**src/utb_defines.vh**
```
// Register selectors, field positions and reset values for the trace control block
`ifndef UTB_DEFINES_VH
`define UTB_DEFINES_VH
// ==================================================
// Register selectors on the coprocessor move port
`define UTB_SEL_WORD_ONE   2'h0
`define UTB_SEL_WORD_TWO   2'h1
`define UTB_SEL_BKPT_CTL   2'h2
// ==================================================
// Breakpoint trace-control fields
`define UTB_DE_BIT         31
`define UTB_DACT_HI        17
`define UTB_DACT_LO        16
`define UTB_IE_BIT         15
`define UTB_IACT_HI        5
`define UTB_IACT_LO        0
`define UTB_CTL_WMASK      32'h8003803F
// ==================================================
// Reset values and record types
`define UTB_WORD_RESET     32'h00000000
`define UTB_CTL_RESET      32'h00000000
`define UTB_REC_TYPE_ONE   2'h1
`define UTB_REC_TYPE_TWO   2'h2
`endif

```
**src/utb_skid_buffer.v**
```verilog
// Two-entry buffer with valid and ready on both sides
`timescale 1ns/10ps
`default_nettype none
module utb_skid_buffer #(
   parameter WIDTH = 34
) (
   // Clock and reset
   input  wire             clk,
   input  wire             reset,
   // Fill side
   input  wire             in_valid,
   output wire             in_ready,
   input  wire [WIDTH-1:0] in_data,
   // Drain side
   output wire             out_valid,
   input  wire             out_ready,
   output wire [WIDTH-1:0] out_data
);
   reg [WIDTH-1:0] mem0;
   reg [WIDTH-1:0] mem1;
   reg [1:0]       count;
   wire            push;
   wire            pop;
   assign in_ready  = (count != 2'h2);
   assign out_valid = (count != 2'h0);
   assign out_data  = mem0;
   assign push      = in_valid & in_ready;
   assign pop       = out_valid & out_ready;
   always @(posedge clk)
   begin
      if (reset)
      begin
         count <= 2'h0;
         mem0  <= {WIDTH{1'h0}};
         mem1  <= {WIDTH{1'h0}};
      end
      else
      begin
         // Head shifts forward on pop; new word lands behind survivors
         if (pop)
            mem0 <= (count == 2'h2) ? mem1 : in_data;
         if (push)
         begin
            if ((count == 2'h0) || ((count == 2'h1) && pop))
               mem0 <= in_data;
            else if ((count == 2'h1) || ((count == 2'h2) && pop))
               mem1 <= in_data;
         end
         count <= count + {1'h0, push} - {1'h0, pop};
      end
   end
endmodule // utb_skid_buffer
`default_nettype wire

```
**src/utb_trace_ctl.v**
```verilog
// User trace words and breakpoint trace-on/off control
`timescale 1ns/10ps
`default_nettype none
`include "utb_defines.vh"
// Functional notes
// - Writing word one emits a type 1 user record, word two a type 2 record.
// - Each user word is 32-bit read/write, resets to zero, and its record carries all 32 bits.
// - The user words exist only when instruction-flow trace is configured.
// - Breakpoint triggers can start and stop tracing, independent of debug exceptions.
// - The control register exists only with both breakpoints and trace configured.
// - Bit 31 enables data breakpoint triggers into trace, reset 0.
// - Bit 15 enables instruction breakpoint triggers into trace, reset 0.
// - Bits 17:16 are per data breakpoint actions, bit 16 the first.
// - An enabled data trigger with action 1 turns tracing on.
// - An enabled trigger with action 0 turns tracing off.
// - Action bits of absent breakpoints have no effect.
// - Bits 5:0 are per instruction breakpoint actions, bit 0 the first.
module utb_trace_ctl #(
   parameter HAS_USER_TRACE = 1,
   parameter HAS_BKPT_TRACE = 1,
   parameter NUM_IBKPT      = 6,
   parameter NUM_DBKPT      = 2
) (
   // Clock and reset
   input  wire        clk,
   input  wire        reset,
   // Coprocessor move port
   input  wire        cop_wr,
   input  wire [1:0]  cop_sel,
   input  wire [31:0] cop_wdata,
   output reg  [31:0] cop_rdata,
   // Breakpoint triggers, one-cycle pulses
   input  wire [5:0]  instr_bkpt_hit,
   input  wire [1:0]  data_bkpt_hit,
   // Trace record stream
   output wire        rec_valid,
   input  wire        rec_ready,
   output wire [1:0]  rec_type,
   output wire [31:0] rec_data,
   output wire        rec_overflow,
   // Trace on/off requests
   output reg         trace_on_req,
   output reg         trace_off_req
);
   // ==================================================
   // Registers
   reg  [31:0] user_trace_word_one;
   reg  [31:0] user_trace_word_two;
   reg  [31:0] breakpoint_trace_control;
   reg         overflow;
   reg         rec_push;
   reg  [33:0] rec_word;
   // Decoded strobes, fields and gated hits
   wire        push_ready;
   wire        wr_one;
   wire        wr_two;
   wire        wr_ctl;
   wire        data_bkpt_trigger_enable;
   wire        instr_bkpt_trigger_enable;
   wire [1:0]  data_bkpt_trace_action;
   wire [5:0]  instr_bkpt_trace_action;
   wire [5:0]  imask;
   wire [1:0]  dmask;
   wire [5:0]  ihit;
   wire [1:0]  dhit;
   wire        next_on;
   wire        next_off;

   // ==================================================
   // Decode helpers
   // Selector compare, shared by the three write strobes
   function sel_match;
      input [1:0] sel;
      input [1:0] code;
      begin
         sel_match = (sel == code);
      end
   endfunction

   // Gated hits whose action bit equals the wanted polarity
   function trig_match;
      input [5:0] ihits;
      input [1:0] dhits;
      input [5:0] iact;
      input [1:0] dact;
      input       want_on;
      begin
         if (want_on)
            trig_match = |(ihits & iact) | |(dhits & dact);
         else
            trig_match = |(ihits & ~iact) | |(dhits & ~dact);
      end
   endfunction

   assign wr_one = cop_wr & sel_match(cop_sel, `UTB_SEL_WORD_ONE) & (HAS_USER_TRACE != 0);
   assign wr_two = cop_wr & sel_match(cop_sel, `UTB_SEL_WORD_TWO) & (HAS_USER_TRACE != 0);
   assign wr_ctl = cop_wr & sel_match(cop_sel, `UTB_SEL_BKPT_CTL) & (HAS_BKPT_TRACE != 0);

   // ==================================================
   // User trace words
   always @(posedge clk)
   begin
      if (reset)
      begin
         user_trace_word_one <= `UTB_WORD_RESET;
         user_trace_word_two <= `UTB_WORD_RESET;
         rec_push            <= 1'h0;
         rec_word            <= 34'h000000000;
         overflow            <= 1'h0;
      end
      else
      begin
         if (wr_one)
            user_trace_word_one <= cop_wdata;
         if (wr_two)
            user_trace_word_two <= cop_wdata;
         // Registered push keeps the write path short
         // record type per word
         rec_push <= wr_one | wr_two;
         if (wr_one)
            rec_word <= {`UTB_REC_TYPE_ONE, cop_wdata};
         else if (wr_two)
            rec_word <= {`UTB_REC_TYPE_TWO, cop_wdata};
         // Sticky: a record dropped because the buffer was full
         // Cleared only by reset so a single loss stays visible
         if (rec_push & ~push_ready)
            overflow <= 1'h1;
      end
   end
   assign rec_overflow = overflow;

   // Buffer absorbs receiver stalls; back-to-back writes stay software's problem
   utb_skid_buffer #(
      .WIDTH(34)
   ) u_buf (
      .clk       (clk),
      .reset     (reset),
      .in_valid  (rec_push),
      .in_ready  (push_ready),
      .in_data   (rec_word),
      .out_valid (rec_valid),
      .out_ready (rec_ready),
      .out_data  ({rec_type, rec_data})
   );

   // ==================================================
   // Breakpoint trace control
   // Plain register; the trigger gates read it directly
   always @(posedge clk)
   begin
      if (reset)
         breakpoint_trace_control <= `UTB_CTL_RESET;
      else if (wr_ctl)
         breakpoint_trace_control <= cop_wdata & `UTB_CTL_WMASK;
   end

   assign data_bkpt_trigger_enable  = breakpoint_trace_control[`UTB_DE_BIT];
   assign instr_bkpt_trigger_enable = breakpoint_trace_control[`UTB_IE_BIT];
   assign data_bkpt_trace_action    = breakpoint_trace_control[`UTB_DACT_HI:`UTB_DACT_LO];
   assign instr_bkpt_trace_action   = breakpoint_trace_control[`UTB_IACT_HI:`UTB_IACT_LO];

   // Constant masks; absent triggers never reach the decode
   // absent breakpoints masked
   genvar g;
   generate
      for (g = 0; g < 6; g = g + 1)
      begin : g_imask
         assign imask[g] = (g < NUM_IBKPT) ? 1'h1 : 1'h0;
      end
      for (g = 0; g < 2; g = g + 1)
      begin : g_dmask
         assign dmask[g] = (g < NUM_DBKPT) ? 1'h1 : 1'h0;
      end
   endgenerate

   assign ihit = instr_bkpt_hit & imask & {6{instr_bkpt_trigger_enable}};
   assign dhit = data_bkpt_hit & dmask & {2{data_bkpt_trigger_enable}};
   assign next_on  = trig_match(ihit, dhit, instr_bkpt_trace_action,
                                data_bkpt_trace_action, 1'h1);
   assign next_off = trig_match(ihit, dhit, instr_bkpt_trace_action,
                                data_bkpt_trace_action, 1'h0);

   // Hits registered so on and off leave as clean pulses
   // Mixed hits may pulse both; the trace block arbitrates
   always @(posedge clk)
   begin
      if (reset)
      begin
         trace_on_req  <= 1'h0;
         trace_off_req <= 1'h0;
      end
      else
      begin
         trace_on_req  <= next_on;
         trace_off_req <= next_off;
      end
   end

   // ==================================================
   // Read mux
   // Absent registers read zero so software can probe the build
   always @*
   begin
      case (cop_sel)
         `UTB_SEL_WORD_ONE: cop_rdata = (HAS_USER_TRACE != 0) ? user_trace_word_one : 32'h0;
         `UTB_SEL_WORD_TWO: cop_rdata = (HAS_USER_TRACE != 0) ? user_trace_word_two : 32'h0;
         `UTB_SEL_BKPT_CTL: cop_rdata = (HAS_BKPT_TRACE != 0) ? breakpoint_trace_control : 32'h0;
         default:           cop_rdata = 32'h00000000;
      endcase
   end
endmodule // utb_trace_ctl
`default_nettype wire

```
**config.mk**
```make
export PLATFORM = sky130hd
export DESIGN_NAME = utb_trace_ctl
export DESIGN_NICKNAME = d
export VERILOG_FILES = /design/src/utb_skid_buffer.v /design/src/utb_trace_ctl.v
export VERILOG_INCLUDE_DIRS = /design/src
export SDC_FILE = /design/constraint.sdc
export NUM_CORES = 1
export LEC_CHECK = 0
export BUFFER_PORTS_ARGS = -buffer_cell sky130_fd_sc_hd__buf_2
export CORE_MARGIN = 3
export CORE_UTILIZATION = 53
export CTS_BUF_LIST = sky130_fd_sc_hd__clkbuf_2
export DETAILED_ROUTE_END_ITERATION = 8
export GPL_TIMING_DRIVEN = 0
export PLACE_DENSITY_LB_ADDON = 0.3
export SYNTH_ARGS = -nofsm -noshare
export SYNTH_HDL_FRONTEND = slang
export SYNTH_SLANG_ARGS = --single-unit
export TNS_END_PERCENT = 100
```
**constraint.sdc**
```tcl
create_clock -name clk -period 1.9 [get_ports clk]
set_clock_uncertainty 0.15 [all_clocks]
set_input_delay 0 -clock clk [delete_from_list [all_inputs] [get_ports clk]]
set_output_delay 0 -clock clk [all_outputs]
set_load 0.03 [all_outputs]
```
== Yosys cells after proc, flatten, opt, wreduce, memory -nomap -nowiden ==
Cells that the tools add are included.
W data, S select, Z words.

* Output and inout port bits: 70
* Bits in writable memories: 0
* ROM bits: 0
* Latch bits: 0
* Word-level logic and storage cells: 59
* Memories kept: 0
* Input port bits: 46
* Register bits: 182

* Divide/modulo/power cells: 0
* Magnitude comparators: 0
* Multiply operators: 0
* Bitwise gates (word level): 19
* Equal/unequal tests: 5
* Mux-type cells: 7
* Shift-type cells: 0
* $add $sub $neg: 2
* Reduce and logical (&&, ||, !) cells: 14

{| class="wikitable"
|+ Operators by type and width
! cell !! count
|-
| $mux W34 || 4
|-
| $pmux W32 S3 || 1
|-
| $mux W33 || 2
|-
| $and A6 B6 Y6 || 3
|-
| $reduce_or A6 Y1 || 2
|-
| $and A1 B1 Y1 || 6
|-
| $and A2 B2 Y2 || 3
|-
| $not A6 Y6 || 1
|-
| $reduce_or A2 Y1 || 3
|-
| $eq A2 B1 Y1 const B || 2
|-
| $eq A2 B2 Y1 const B || 2
|-
| $logic_not A2 Y1 || 2
|-
| $reduce_bool A2 Y1 || 2
|-
| $or A1 B1 Y1 || 3
|-
| $reduce_and A3 Y1 || 1
|-
| $add A2 B1 Y2 || 1
|-
| $logic_and A1 B1 Y1 || 2
|-
| $logic_or A1 B1 Y1 || 2
|-
| $ne A2 B2 Y1 const B || 1
|-
| $not A1 Y1 || 2
|-
| $not A2 Y2 || 1
|-
| $sub A2 B1 Y2 || 1
|}

== Logic depth before layout (Yosys ltp) ==
Gate-level depths: netlist of the first run.

* Depth after elaboration: 6
* Gate-level depth with buffers: 11
* Mapped depth without buffers: 9

== Modules after synthesis ==
A second synthesis of the first run with hierarchy kept.

* Cell total of the unflattened synthesis: 1015
* Area total of the unflattened synthesis: 8252.9 sq um

{| class="wikitable"
|+ By module, submodules not included
! module !! times used !! seq. area each (sq um) !! area each (sq um) !! cells an instance
|-
| utb_trace_ctl || 1 || 2242.2 || 4589.4 || 574
|-
| utb_skid_buffer || 1 || 1401.3 || 3663.5 || 441
|}

== Worst setup path after synthesis of the first run ==
No wires, ideal clock.

* Path kind: reg-to-reg
* Start point: register u_buf.count[0]
* End point: register u_buf.count[1]
* Clock period less this slack: 2242 ps
* Setup time: 128 ps
* Cell stages (with the launch flop): 12
* Path buffers: 2
* Path slack: -342 ps
* Arrival time: 1964 ps
* Required time: 1622 ps
* Cells stage by stage: dfxtp_1 > buf_6 > or2_1 > nand2_1 > buf_4 > inv_1 > ha_1 > inv_1 > ha_1 > xor2_1 > xnor2_1 > nor2_1

* Elaborated cells between the ends (all ways): 6
* Classes of those cells: add/sub: 2; eq/ne: 1; bitwise: 2; reduce/logical: 1

{| class="wikitable"
|+ RTL lines
! element !! RTL line !! RTL
|-
| start: declaration || utb_skid_buffer.v:21 || <nowiki>reg [1:0] count;</nowiki>
|-
| start signal: assignment || utb_skid_buffer.v:49 || <nowiki>count <= count + {1'h0, push} - {1'h0, pop};</nowiki>
|-
| $reduce_bool A2 Y1 || utb_skid_buffer.v:25 || <nowiki>assign out_valid = (count != 2'h0);</nowiki>
|-
| named net rec_valid || utb_trace_ctl.v:36 || <nowiki>output wire rec_valid,</nowiki>
|-
| $and A1 B1 Y1 || utb_skid_buffer.v:28 || <nowiki>assign pop = out_valid & out_ready;</nowiki>
|-
| $sub A2 B1 Y2 || utb_skid_buffer.v:49 ||
|}

The timed path passes the listed nets, and every way through them passes these cells.
A chain may end at the register's enable or synchronous reset.

== Final worst setup path of the first run ==
* Start point: register user_trace_word_two[0]
* End point: output port cop_rdata[0]

* Cells in the longest elaborated chain, start to end: 1

{| class="wikitable"
|+ Ends and longest elaborated chain
! element !! RTL line !! RTL
|-
| start: declaration || utb_trace_ctl.v:48 || <nowiki>reg [31:0] user_trace_word_two;</nowiki>
|-
| start signal: assignment || utb_trace_ctl.v:106 || <nowiki>user_trace_word_two <= `UTB_WORD_RESET;</nowiki>
|-
| start signal: assignment || utb_trace_ctl.v:116 || <nowiki>user_trace_word_two <= cop_wdata;</nowiki>
|-
| $pmux W32 S3 || utb_trace_ctl.v:204 || <nowiki>case (cop_sel)</nowiki>
|-
| end: declaration || utb_trace_ctl.v:31 || <nowiki>output reg [31:0] cop_rdata,</nowiki>
|}

Every way passes these cells.

==> flow_metrics.tcl, run 1 <==
set metrics [dict create \
    drt-total-wl_mm 23.7 \
    hold_path.class "input port to flip-flop" \
    chipHeight_um 126 \
    setup_ws_ns 0.0340 \
    syn_inst 1020 \
    path_max_fanout 2 \
    syn_to_final_growth_pct 28.5 \
    grt_use_total_pct 29.3 \
    grt_overflow 0 \
    cts_htree_levels 4 \
    arrival_ns 1.72 \
    status "finished clean" \
    start_util_pct 54.5 \
    grt_pass1_vias 7775 \
    clock.fmax_mhz 536 \
    die_width_um 126 \
    num_rows 43 \
    clk_pin_slew_ns 0.26 \
    grt_first_pass_wirelength_mm 37.7 \
    postRouteAntennaNets 0 \
    tritoncts "done" \
    worstSetupPathDepth 3 \
    layoutNonFillerInstCount 1450 \
    core_mm2 0.0140 \
    peakVddDrop_mv 0.461 \
    synth.avg_cell_area_um2 7.48 \
    grtUsageMet1_pct 36.5 \
    setup_tns_ns 0 \
    hold_depth 6 \
    grt_max_degree 17 \
    yosysWarnings 0 \
    io-pin-count 116 \
    drc 0 \
    drive_gt1_share_pct 15.0 \
    maxCapViolations 0 \
    worst_slew_pin_slew_ns 0.652 \
    use_met3_pct 5.94 \
    portBuffers 111 \
    final-max-slew-violation-count 0 \
    startpoint_type "flip-flop" \
    placedCellCount 1311 \
    nets 1304 \
    clock_sinks 182 \
    gp_congestion 0.868 \
    fin_crit_ns 1.87 \
    wl_per_cell_um 16.3 \
    postPlaceCellArea_mm2 0.00845 \
    path_cells "mux2i_2 -> o21ai_0 -> buf_4" \
    worst_setup_path_end_kind "primary output" \
    fill_cells 1153 \
    slew_headroom_pct 56.5 \
    synth-seq-cells 182 \
    finalHoldViolCount 0 \
    timing.final.crit_share_pct 98.2 \
    reg2regPathDepth 9 \
    crit_buf_inv 1 \
    drt-pass1-iter-count 9 \
    rr_startpoint "u_buf.count[0]$_SDFF_PP0_" \
    ctsRootBufferMaster "clkbuf_2" \
    cts_buffer_depth 2 \
    slowest_stage "dfxtp_1" \
    antenna_found_initial 1 \
    insertion_delay_ns 0.78 \
    syn_nets 1068 \
    place_ws_ns -0.247 \
    busiest_layer "met2" \
    synth.distinct_cells 28 \
    setup_viol 0 \
    cp_top_family "flip-flops" \
    synth_seq_area_share_pct 47.8 \
    utilization_pct 70.0 \
    regToRegSetupSlack_ns 0.04 \
    finalPower_mw 8.49 \
    dieArea_mm2 0.0159 \
    critical_path.max_stage_delay_ns 0.41 \
    viasPerCell 5.61 \
    min_to "trace_on_req$_SDFF_PP0_" \
    worstSetupPathType "flip-flop to primary output" \
    synth.cell_area_mm2 0.00762 \
    r2r_end "u_buf.count[1]$_SDFF_PP0_" \
    hold_slack_ns 0.0920 \
    final_cell_area_mm2 0.00980 \
    cts_buffers 17 \
    initialDrtViolationCount 631 \
    min_from "instr_bkpt_hit[2]" \
    dr_total_vias 8134 \
    hpwl_mm 15.2 \
    p_leak_nw 3.86 \
    p_per_area_mw_per_mm2 867 \
    cp.required_ns 1.75 \
    use_met2_pct 48.6 \
]
==> Yosys cell counts (all sizes together) <==
| cell type | instances | area, um^2 |
|---|---|---|
| clkbuf | 44 | 165 |
| nand2 | 354 | 1330 |
| and2 | 1 | 6.26 |
| xor2 | 1 | 8.76 |
| o21ai | 44 | 220 |
| a21oi | 141 | 706 |
| mux2i | 32 | 320 |
| nor3 | 36 | 180 |
| inv | 11 | 41.3 |
| a31oi | 1 | 6.26 |
| buf | 39 | 211 |
| or2 | 1 | 6.26 |
| nand3 | 10 | 50.1 |
| o22ai | 5 | 31.3 |
| ha | 2 | 25.0 |
| xnor2 | 1 | 8.76 |
| nand2b | 6 | 37.5 |
| nor2 | 64 | 253 |
| nor2b | 5 | 31.3 |
| a21boi | 1 | 7.51 |
| a22oi | 4 | 30.0 |
| dfxtp | 182 | 3640 |
| a221oi | 35 | 307 |
==> power breakdown <==
part           switching (mW)  total (mW)  internal [mW]
Clock                    1.30        2.02          0.724
Sequential              0.165        4.21           4.04
Combinational            1.44        2.26          0.825
==> cell usage in the layout, fill, tap and decap left out, types with 5 or more instances in the layout <==
| cell type | instances |
|---|---|
| mux2i_1 | 31 |
| clkbuf_4 | 5 |
| a221oi_1 | 35 |
| o21ai_0 | 41 |
| nor2_1 | 60 |
| nor2b_1 | 5 |
| clkbuf_1 | 43 |
| a21oi_1 | 141 |
| o22ai_1 | 5 |
| dlygate4sd3_1 | 105 |
| buf_4 | 14 |
| clkbuf_2 | 20 |
| inv_1 | 9 |
| nand2b_1 | 6 |
| dfxtp_1 | 180 |
| nand3_1 | 10 |
| nand2_1 | 353 |
| buf_2 | 128 |
| nor3_1 | 36 |
==> cell type report <==
type	instances	area, um^2	area share (%)
sequential	182	3650	37.2
multi-input combinational	744	3620	37.0
antenna	1	2.50	0.0255
tap	180	225	2.30
buffer	81	364	3.72
inverter	11	43.8	0.447
timing repair buffer	219	1660	16.9
clock inverter	12	135	1.38
clock buffer	20	100	1.02
==> sequential cells by signal (all words and copies together) (netlist names) <==
register / count
breakpoint_trace_control: 10
rec_overflow: 1
rec_push: 1
rec_word: 34
trace_off_req: 1
trace_on_req: 1
u_buf.count: 2
u_buf.mem1: 34
u_buf.out_data: 34
user_trace_word_one: 32
user_trace_word_two: 32
==> logic make-up after synthesis <==
logic type               count (synthesis)  synth area share (%)
flip-flops                             182                  47.8
AND/OR/NAND/NOR                        477                  24.8
buffers and inverters                   94                  5.48
AO/OA/AOI/OAI                          231                  17.1
XOR/XNOR                                 2                 0.230
multiplexers                            32                  4.20
adder cells (fa/ha/maj)                  2                 0.328
==> worst max path at each step <==
stage | from | to | slack, ns
final | user_trace_word_two[0]$_SDFFE_PP0P_ | cop_rdata[0] | 0.03
after global routing | u_buf.count[0]$_SDFF_PP0_ | u_buf.count[1]$_SDFF_PP0_ | -0.02
after CTS | u_buf.count[0]$_SDFF_PP0_ | u_buf.count[1]$_SDFF_PP0_ | 0.01
after detailed placement | u_buf.count[0]$_SDFF_PP0_ | u_buf.count[1]$_SDFF_PP0_ | -0.25
after global placement | u_buf.count[0]$_SDFF_PP0_ | u_buf.count[1]$_SDFF_PP0_ | -0.19
after floorplan | u_buf.count[0]$_SDFF_PP0_ | u_buf.count[1]$_SDFF_PP0_ | -0.11
==> routing by layer <==
layer	wire [um]	part of all wire [%]
met4	888	3.7
met2	11300	48
met5	0	0
met1	9630	41
met3	1920	8.1
==> what timing repair did <==
item / CTS / global route
hold buffers: 106 / 1
resized for setup: 6 / 19
setup buffers: 1 / 2
endpoints found under the hold margin: 182 / 1
setup endpoints to repair: 3 / 12
pin swaps: 3 / 2
==> worst min-delay path, stage by stage <==
cell and delay (ns):
buf_2 0.09, a22oi_1 0.06, nand2_1 0.06, a221oi_1 0.04, dlygate4sd3_1 0.55, o22ai_1 0.17
No activity file was read; power rests on OpenSTA's default activity.
==> run 2, diff against run 1 <==
==> constraint.sdc (replaced) <==
create_clock -name clk -period 1.9 [get_ports clk]
set_clock_uncertainty 0.15 [all_clocks]
set_input_delay 0.095 -clock clk [delete_from_list [all_inputs] [get_ports clk]]
set_output_delay 0.095 -clock clk [all_outputs]
set_load 0.03 [all_outputs]
==> flow_metrics.tcl, run 2 (same netlist as run 1, synthesis figures left out) <==
set metrics [dict create \
    cts_buffers 17 \
    clkPwrFrac_pct 23.9 \
    slowest_stage "dfxtp_1" \
    min_from "cop_sel[1]" \
    clk_pin_slew_ns 0.25 \
    syn_to_final_growth_pct 31.8 \
    rr_startpoint "u_buf.count[0]$_SDFF_PP0_" \
    utilization_pct 71.8 \
    hold_slack_ns -0.00803 \
    cp.required_ns 1.65 \
    violations "hold timing, setup timing" \
    tritoncts "done" \
    timing.final.crit_share_pct 105 \
    maxCapViolations 0 \
    wl_per_cell_um 17.3 \
    insertion_delay_ns 0.80 \
    grt_overflow 0 \
    dr_total_vias 8404 \
    io-pin-count 116 \
    worstSetupPathType "flip-flop to primary output" \
    worst_setup_path_end_kind "primary output" \
    chipHeight_um 126 \
    p_per_area_mw_per_mm2 848 \
    nets 1317 \
    arrival_ns 1.75 \
    hold_depth 5 \
    path_cells "mux2i_2 -> nor2_1 -> buf_4" \
    drc 0 \
    switching_share_pct 34.4 \
    cts_buffer_depth 2 \
    finalHoldViolCount 1 \
    clock_sinks 182 \
    reg2regPathDepth 8 \
    min_to "breakpoint_trace_control[0]$_SDFFE_PP0P_" \
    p_int_mw 5.59 \
    num_rows 43 \
    gp_congestion 0.868 \
    startpoint_type "flip-flop" \
    postRouteAntennaNets 0 \
    final_cell_area_mm2 0.0100 \
    critical_path.max_stage_delay_ns 0.40 \
    p_comb_share_pct 26.7 \
    hpwl_mm 15.2 \
    slew_headroom_pct 54.0 \
    grt_first_pass_wirelength_mm 39.2 \
    grt_use_total_pct 30.4 \
    start_util_pct 54.5 \
    r2r_end "u_buf.count[1]$_SDFF_PP0_" \
    status "finished, violations left" \
    grt_max_degree 17 \
    mostFrequentLayoutCells "353 x nand2_1, 141 x a21oi_1, 141 x dfxtp_1" \
    cts_htree_levels 4 \
    die_width_um 126 \
    grt_pass1_vias 8125 \
    worst_slew_pin_slew_ns 0.690 \
    regToRegSetupSlack_ns 0.06 \
    fin_crit_ns 2.00 \
    path_max_fanout 2 \
    initialDrtViolationCount 940 \
    portBuffers 111 \
    postPlaceCellArea_mm2 0.00845 \
    p_sw_mw 2.93 \
    drt-total-wl_mm 25.3 \
    core_mm2 0.0140 \
    p_leak_nw 3.89 \
    hold_path.class "input port to flip-flop" \
    pwr-share-seq_pct 49.4 \
    peakVddDrop_mv 0.465 \
    final_common_cell "nand2_1" \
    rsz0062_at_grt "yes" \
    setup_ws_ns -0.0986 \
    clock.fmax_mhz 500 \
    drive_gt1_share_pct 18.7 \
    antenna_found_initial 1 \
    ctsRootBufferMaster "clkbuf_2" \
    viasPerCell 5.74 \
    dieArea_mm2 0.0159 \
    final-max-slew-violation-count 0 \
    setup_viol 6 \
    drt-pass1-iter-count 8 \
]
-- run 2: cell types whose count changed in the layout (fill, tap and decap cells not counted), sizes merged --
cell	before	now
buf	147	154
dlymetal6s4s	0	1
dlygate4sd3	105	115
clkbuf	68	63
-- run 2: worst max path at each step --
| stage | end | slack, ns | startpoint | cells past startpoint |
|---|---|---|---|---|
| finish | cop_rdata[22] | -0.1 | user_trace_word_one[22]$_SDFFE_PP0P_ | 3 |
| detailed placement | u_buf.count[1]$_SDFF_PP0_ | -0.25 | u_buf.count[0]$_SDFF_PP0_ | 8 |
| global placement | u_buf.count[1]$_SDFF_PP0_ | -0.19 | u_buf.count[0]$_SDFF_PP0_ | 8 |
| CTS | cop_rdata[3] | -0.009 | user_trace_word_two[3]$_SDFFE_PP0P_ | 3 |
| floorplan | u_buf.count[1]$_SDFF_PP0_ | -0.11 | u_buf.count[0]$_SDFF_PP0_ | 11 |
| global route | cop_rdata[22] | -0.16 | user_trace_word_one[22]$_SDFFE_PP0P_ | 3 |
-- run 2: cell type report --
class / count / area (um^2)
Clock buffer: 20 / 100
Clock inverter: 12 / 135
Timing Repair Buffer: 233 / 1840
Antenna cell: 1 / 2.50
Sequential cell: 182 / 3700
Buffer: 80 / 360
Inverter: 11 / 43.8
Fill cell: 1033 / 3940
Multi-Input combinational cell: 744 / 3640
Tap cell: 180 / 225
-- run 2: worst max-delay path: cells and delay by family (launching register included) --
kind                   cells  cell delay (ns)
multiplexers               1             0.26
buffers and inverters      1             0.20
flip-flops                 1             0.40
AND/OR/NAND/NOR            1             0.10
-- run 2: power groups by stage --
stage,registers [mW],logic [mW],clock network (mW)
finish,4.21,2.28,2.04
global route,4.23,2.46,2.17
CTS,4.19,2.20,2.02
detailed placement,4.25,2.00,0
global placement,4.24,1.97,0
floorplan,4.41,1.25,0
-- run 2: repair_timing --
action,4_1_cts,5_1_grt
hold buffers,117,0
endpoints found under the hold margin,182,0
setup buffers,2,4
pin swaps,1,3
setup endpoints to repair,13,71
resized for setup,23,92
-- run 2: metal layers --
metal	GRT usage, %	share of wire, %
met4	18.0	5.4
met1	37.0	40
met3	6.79	8.8
met5	0	0
met2	49.2	46
-- run 2: metrics by stage --
step           cells  power, mW  setup TNS, ns  setup WS [ns]
6_report        1463       8.52         -0.273        -0.0986
5_1_grt         1463       8.86          -1.10         -0.159
4_1_cts         1460       8.41        -0.0189       -0.00935
3_5_place_dp    1311       6.26         -0.345         -0.247
3_3_place_gp    1311       6.21         -0.231         -0.186
2_1_floorplan   1020       5.66         -0.114         -0.114
